## src/logic/uglyph_pkg.sv

```systemverilog
// constants for the user glyph RAM and its lookup path
package uglyph_pkg;
  localparam int ADDR_W = 6;
  localparam int DATA_W = 8;
  localparam int DOTS_W = 5;
  localparam int ROW_W = 3;
  localparam int IDX_W = 3;
  localparam int DEPTH = 64;
  localparam int GLYPHS_5X8 = 8;
  localparam int GLYPHS_5X10 = 4;
  localparam logic [2:0] CURSOR_ROW = 3'h7;
  localparam logic [7:0] RAM_RESET = 8'h00;
  localparam logic [4:0] DOTS_DARK = 5'h00;
  localparam logic [5:0] PTR_RESET = 6'h00;
  localparam logic [3:0] USER_CODE_HI = 4'h0;
endpackage : uglyph_pkg

```

## src/logic/uglyph_row_sel.sv

```systemverilog
// glyph address former: code bits and scan row into a RAM address
`timescale 1ns/1ps
module uglyph_row_sel (
  input wire logic [7:0] code, // character code from the text RAM
  input wire logic [2:0] row, // scan row counter
  output logic [5:0] addr, // glyph RAM read address
  output logic is_user // code selects a user glyph
);
  // code bit 3 is dropped, so 00H and 08H alias
  assign addr = {code[2:0], row};
  assign is_user = (code[7:4] == uglyph_pkg::USER_CODE_HI);
endmodule : uglyph_row_sel

```

## src/logic/uglyph_top.sv

```systemverilog
// user glyph RAM with host write/read port, auto-stepping pointer and scan lookup
`timescale 1ns/1ps
module uglyph_top #(
  parameter int DATA_W = uglyph_pkg::DATA_W, // bits per stored glyph byte and per character code
  parameter int ADDR_W = uglyph_pkg::ADDR_W, // glyph RAM address and pointer width
  parameter int DOTS_W = uglyph_pkg::DOTS_W, // dots per pixel row
  parameter int ROW_W = uglyph_pkg::ROW_W, // scan row counter width
  parameter int DEPTH = uglyph_pkg::DEPTH // glyph RAM bytes
) (
  input wire logic CLOCK, // 20 MHz system clock
  input wire logic NRST, // asynchronous reset, active low
  input wire logic SET_PTR, // load the address pointer, one-cycle pulse
  input wire logic [ADDR_W-1:0] PTR_VALUE, // new address pointer value
  input wire logic WR_STB, // host data write strobe, one-cycle pulse
  input wire logic [DATA_W-1:0] WR_DATA, // host data byte
  input wire logic RD_STB, // host data read strobe, one-cycle pulse
  input wire logic INC_MODE, // entry mode: 1 steps up, 0 steps down
  input wire logic [DATA_W-1:0] SCAN_CODE, // character code at the scanned position
  input wire logic [ROW_W-1:0] SCAN_ROW, // scan row counter
  input wire logic [DOTS_W-1:0] CURSOR_DOTS, // cursor pattern for the cursor row
  output logic [DATA_W-1:0] RD_DATA, // byte read by the host
  output logic RD_VALID, // read data valid, one-cycle pulse
  output logic [ADDR_W-1:0] PTR_OUT, // current address pointer
  output logic [DOTS_W-1:0] ROW_DOTS, // pixel row, bit 4 leftmost
  output logic ROW_USER // row came from the user glyph RAM
);

  // a single pointer step, sized to the pointer
  localparam logic [ADDR_W-1:0] PTR_ONE = {{(ADDR_W-1){1'h0}}, 1'h1};

  // host access kinds: idle, then load, write and read from highest priority down
  typedef enum {
    HOST_IDLE,
    HOST_LOAD,
    HOST_WRITE,
    HOST_READ
  } uglyph_op_t;

  uglyph_op_t host_op;
  // eight rows of five dots per glyph: the 64 bytes hold eight 5x8 glyphs, addressed by code bits 2:0 and the scan row
  logic [DATA_W-1:0] mem_q [DEPTH];
  logic [DATA_W-1:0] mem_d [DEPTH];
  logic [ADDR_W-1:0] ptr_q;
  logic [ADDR_W-1:0] ptr_d;
  logic [ADDR_W-1:0] ptr_step;
  logic [DATA_W-1:0] rd_data_q;
  logic [DATA_W-1:0] rd_data_d;
  logic rd_valid_q;
  logic rd_valid_d;
  logic [DOTS_W-1:0] dots_q;
  logic [DOTS_W-1:0] dots_d;
  logic user_q;
  logic user_d;
  logic [ADDR_W-1:0] scan_addr;
  logic scan_user;
  logic scan_cursor;
  logic [DATA_W-1:0] scan_byte;
  logic [DOTS_W-1:0] row_bits;

  uglyph_row_sel u_sel (
    .code(SCAN_CODE),
    .row(SCAN_ROW),
    .addr(scan_addr),
    .is_user(scan_user)
  );

  // load beats write beats read; a losing strobe in the same cycle is dropped without notice
  always_comb begin
    if (SET_PTR) begin
      host_op = HOST_LOAD;
    end else if (WR_STB) begin
      host_op = HOST_WRITE;
    end else if (RD_STB) begin
      host_op = HOST_READ;
    end else begin
      host_op = HOST_IDLE;
    end
  end

  // the pointer wraps modulo the RAM size in both directions
  always_comb begin
    if (INC_MODE) begin
      ptr_step = ptr_q + PTR_ONE;
    end else begin
      ptr_step = ptr_q - PTR_ONE;
    end
  end

  always_comb begin
    ptr_d = ptr_q;
    case (host_op)
      HOST_LOAD: begin
        ptr_d = PTR_VALUE;
      end
      HOST_WRITE: begin
        ptr_d = ptr_step;
      end
      HOST_READ: begin
        ptr_d = ptr_step;
      end
      default: begin
        ptr_d = ptr_q;
      end
    endcase
  end

  always_ff @(posedge CLOCK or negedge NRST) begin
    if (!NRST) begin
      ptr_q <= uglyph_pkg::PTR_RESET;
    end else begin
      ptr_q <= ptr_d;
    end
  end

  // the write port never waits for the scan, so a glyph may be rewritten while it is on show
  always_comb begin
    mem_d = mem_q;
    case (host_op)
      HOST_WRITE: begin
        mem_d[ptr_q] = WR_DATA;
      end
      default: begin
        mem_d = mem_q;
      end
    endcase
  end

  // clearing every byte costs reset fan-out, but a fresh glyph RAM then shows blank
  always_ff @(posedge CLOCK or negedge NRST) begin
    if (!NRST) begin
      for (int i = 0; i < DEPTH; i++) begin
        mem_q[i] <= uglyph_pkg::RAM_RESET;
      end
    end else begin
      mem_q <= mem_d;
    end
  end

  // read data holds until the next read, so a slow host may pick it up late
  always_comb begin
    rd_data_d = rd_data_q;
    rd_valid_d = 1'h0;
    case (host_op)
      HOST_READ: begin
        rd_data_d = mem_q[ptr_q];
        rd_valid_d = 1'h1;
      end
      default: begin
        rd_data_d = rd_data_q;
        rd_valid_d = 1'h0;
      end
    endcase
  end

  always_ff @(posedge CLOCK or negedge NRST) begin
    if (!NRST) begin
      rd_data_q <= uglyph_pkg::RAM_RESET;
      rd_valid_q <= 1'h0;
    end else begin
      rd_data_q <= rd_data_d;
      rd_valid_q <= rd_valid_d;
    end
  end

  // scan reads the registered RAM, so a byte written in this cycle shows from the next scan on
  assign scan_byte = mem_q[scan_addr];
  assign row_bits = scan_byte[DOTS_W-1:0];
  assign scan_cursor = (SCAN_ROW == uglyph_pkg::CURSOR_ROW);

  // the flag is registered beside the dots so both outputs belong to one scan sample
  always_comb begin
    user_d = scan_user;
  end

  always_ff @(posedge CLOCK or negedge NRST) begin
    if (!NRST) begin
      user_q <= 1'h0;
    end else begin
      user_q <= user_d;
    end
  end

  // codes outside the user range show dark here; the fixed font is merged elsewhere
  always_comb begin
    dots_d = uglyph_pkg::DOTS_DARK;
    if (scan_user) begin
      if (scan_cursor) begin
        // stored ones stay lit even without the cursor here
        dots_d = row_bits | CURSOR_DOTS;
      end else begin
        dots_d = row_bits;
      end
    end else begin
      dots_d = uglyph_pkg::DOTS_DARK;
    end
  end

  always_ff @(posedge CLOCK or negedge NRST) begin
    if (!NRST) begin
      dots_q <= uglyph_pkg::DOTS_DARK;
    end else begin
      dots_q <= dots_d;
    end
  end

  // every output is a register, so the scan multiplexer never glitches the pins
  assign RD_DATA = rd_data_q;
  assign RD_VALID = rd_valid_q;
  assign PTR_OUT = ptr_q;
  assign ROW_DOTS = dots_q;
  assign ROW_USER = user_q;

endmodule : uglyph_top

```

## config.mk

```make
export PLATFORM = sky130hd
export DESIGN_NAME = uglyph_top
export DESIGN_NICKNAME = d
export VERILOG_FILES = /design/src/logic/uglyph_pkg.sv /design/src/logic/uglyph_row_sel.sv /design/src/logic/uglyph_top.sv
export SDC_FILE = /design/constraint.sdc
export NUM_CORES = 1
export LEC_CHECK = 0
export BUFFER_PORTS_ARGS = -buffer_cell sky130_fd_sc_hd__buf_2
export CAP_MARGIN = 10
export CORE_ASPECT_RATIO = 0.5
export CORE_MARGIN = 5
export CORE_UTILIZATION = 55
export DETAILED_ROUTE_END_ITERATION = 10
export MAX_ROUTING_LAYER = met4
export PLACE_DENSITY = 0.73
export SYNTH_ARGS = -nofsm -noshare
export SYNTH_HDL_FRONTEND = slang
export SYNTH_SLANG_ARGS = --single-unit
```

## constraint.sdc

```tcl
create_clock -name CLOCK -period 4.93 [get_ports CLOCK]
set_input_delay 0.493 -clock CLOCK [delete_from_list [all_inputs] [get_ports CLOCK]]
set_output_delay 0.493 -clock CLOCK [all_outputs]
set_load 0.005 [all_outputs]
```

==> results.toml <==
[drt]
drt-initial-drc-count = 2318
ant_nets = 0
wl_per_cell_um = 31.1
via_per_inst = 7.08
drt_first_pass_iters = 8
vias = 18700
drc = 0
drt-total-wl_mm = 82.3

[placed_design]
place_ws_ns = 1.67
place_hpwl_mm = 53.1
place.gp.congestion = 1.03
io_buffers = 55

[layout]
drive_gt1_share_pct = 44.9
nFillCells = 3804
syn2layout_area_growth_pct = 8.46
mostFrequentLayoutCells = "mux2_2, dfrtp_1, mux4_2"
layout_commonest_cell = "mux2_2"
nNetsFinal = 1999

[synth]
ys_seq_area_share_pct = 48.9
synth_edf_count = 0
synthesis.nets = 2002
ys_warn_count = 0
syn_area_per_cell_um2 = 13.9
synth-seq-cells = 533
ys.flop_type = "dfrtp_1"
syn-cell-area_um2 = 27300
synthArstFlopShare_pct = 100
ys_types = 74
synth_cells = 1961

[pwr]
p_leak_nw = 13.5
power_density_nw_per_um2 = 478
p_clk_share_pct = 26.6
peakVddDrop_uv = 252
p_sw_share_pct = 31.4
p_switching_mw = 4.44
seq_power_share_pct = 46.5
internal-power_mw = 9.70
power_frac_comb_pct = 26.9

[clocking]
post_cts_buffers = 0
cts_sinks = 533
clk_latency_ns = 0.58
cts_tree = "done"
cts_buffer_depth = 3
htreeDepth = 2
cts_resized = 0
clkTransAtPathRegs_ns = 0.07
cts_root_buf = "clkbuf_16"
cts_buffers = 49

[die]
rows = 57
die_h_um = 167
fp.dieW_um = 325
initial_core_util_pct = 55.9
design.die.area_um2 = 54400
ios = 57
core_area_um2 = 48800

[grt]
overflow = 0
gr-usage-all-layers_pct = 31.0
grt_max_degree = 139
antenna_found_initial = 4
grt_pass1_wl_mm = 125
grt_pass1_vias = 18700

[timing]
setup_tns_ns = 0
worst_slack_ns = 1.47
slew_viol_final = 0
relSlewSlack_pct = 16.2
worst_pin_slew_ns = 1.26
setup_viol = 0
rsz0062_at_grt = "no"
clock_skew_ns = 0.0217
fmax_mhz = 289
period_minus_slack_ns = 3.46
hold_violations = 0
min_period_over_period_pct = 70.2

[worst_hold_path]
hold_path_class = "in -> reg"

[worst_setup_path]
critPathMaxFanout = 37
worstSetupEndpointType = "flip-flop"
required_ns = 5.39
arrival_ns = 3.92
worstSetupPathType = "reg -> reg"
start_kind = "flip-flop"

[outcome]
status = "complete, no violations"

[flow_run]
drv_cap = 0
-- layer usage --
metal / GRT usage, % / share of wire (%) / vias up
met5: - / 0 / -
met4: 9.16 / 3.6 / 0
met3: 9.62 / 12 / 202
met2: 43.3 / 42 / 1113
met1: 44.1 / 42 / 9890
li1: - / - / 7502
-- cells by family (layout without fill, tap and decap cells) --
kind of cell             count (synthesis)  in the layout  share of synthesized area, %
flip-flops                             533            533                          48.9
multiplexers                           743            743                          35.6
adder cells (fa/ha/maj)                  5              5                         0.257
other                                    0              3                             0
AO/OA/AOI/OAI                          287            287                          7.77
buffers and inverters                  164            192                          2.94
XOR/XNOR                                 5              5                         0.161
AND/OR/NAND/NOR                        224            224                          4.32
-- final timing paths --
check,from,endpoint,slack (ns),depth (start not counted)
setup / recovery,PTR_OUT[1],RD_DATA[0],1.47,8
min in group asynchronous,NRST,mem_q[222],0.47,2
setup reg to reg,PTR_OUT[1],RD_DATA[0],1.47,8
hold / removal,PTR_VALUE[2],PTR_OUT[2],0.13,3
hold reg to reg,mem_q[7],mem_q[7],0.48,1
max in group asynchronous,NRST,mem_q[393],3.24,3
-- critical path, cell delays in order, from the launching register on --
cell and delay, ns:
dfrtp_4 0.82, buf_4 0.38, nor2b_1 0.18, buf_4 0.26, a22oi_1 0.44, o22ai_1 0.15, o21ai_0 0.55, o21ai_1 0.16
o32a_1 0.36
-- sequential cells by signal, summed over array words and instances (netlist names) --
register	flops
PTR_OUT	6
mem_q	512
ROW_DOTS	5
ROW_USER	1
RD_DATA	8
RD_VALID	1
-- through the flow --
stage	power, mW	util [%]	cells	hold slack, ns	area, um^2
CTS	14.0	60.6	2638	0.124	29600
global placement	10.1	57.5	2555	0.464	28000
floorplan	9.05	-	1961	0.197	27300
global route	14.7	60.6	2641	0.138	29600
detailed placement	10.3	57.5	2555	0.468	28000
finish	14.1	60.6	2641	0.130	29600
-- power groups by stage --
stage / combinational [mW] / sequential (mW) / clock [mW]
after floorplan: 2.83 / 6.22 / 0
after global placement: 3.62 / 6.53 / 0
after detailed placement: 3.72 / 6.60 / 0
after CTS: 3.74 / 6.53 / 3.78
after global routing: 4.04 / 6.70 / 3.96
final: 3.81 / 6.57 / 3.76
-- cell usage after synthesis (30+ instances only) --
master    number  share of area [%]
a21oi_1       39               0.72
a221oi_1      58                1.9
a22oi_1       52                1.4
buf_2         43               0.79
clkbuf_1      78                1.1
dfrtp_1      533                 49
mux2_2       538                 22
mux2i_1       57                2.1
mux4_2       125                 10
nand2_1       78                1.1
nor2_1        44               0.61
o21ai_0       30               0.55
-- layout make-up --
| class | count | area, um^2 | area share (%) |
|---|---|---|---|
| Multi-Input combinational cell | 1264 | 13100 | 44.4 |
| Timing Repair Buffer | 104 | 736 | 2.49 |
| Clock buffer | 71 | 1400 | 4.73 |
| Antenna cell | 3 | 7.51 | 0.0254 |
| Sequential cell | 533 | 13300 | 45.1 |
| Inverter | 6 | 22.5 | 0.0762 |
| Clock inverter | 11 | 111 | 0.377 |
| Tap cell | 649 | 812 | 2.75 |
-- what timing repair did --
item	CTS	global route
hold buffers	1	0
endpoints found under the hold margin	66	0
setup endpoints to repair	0	0
(Power assumes the default switching activity.)
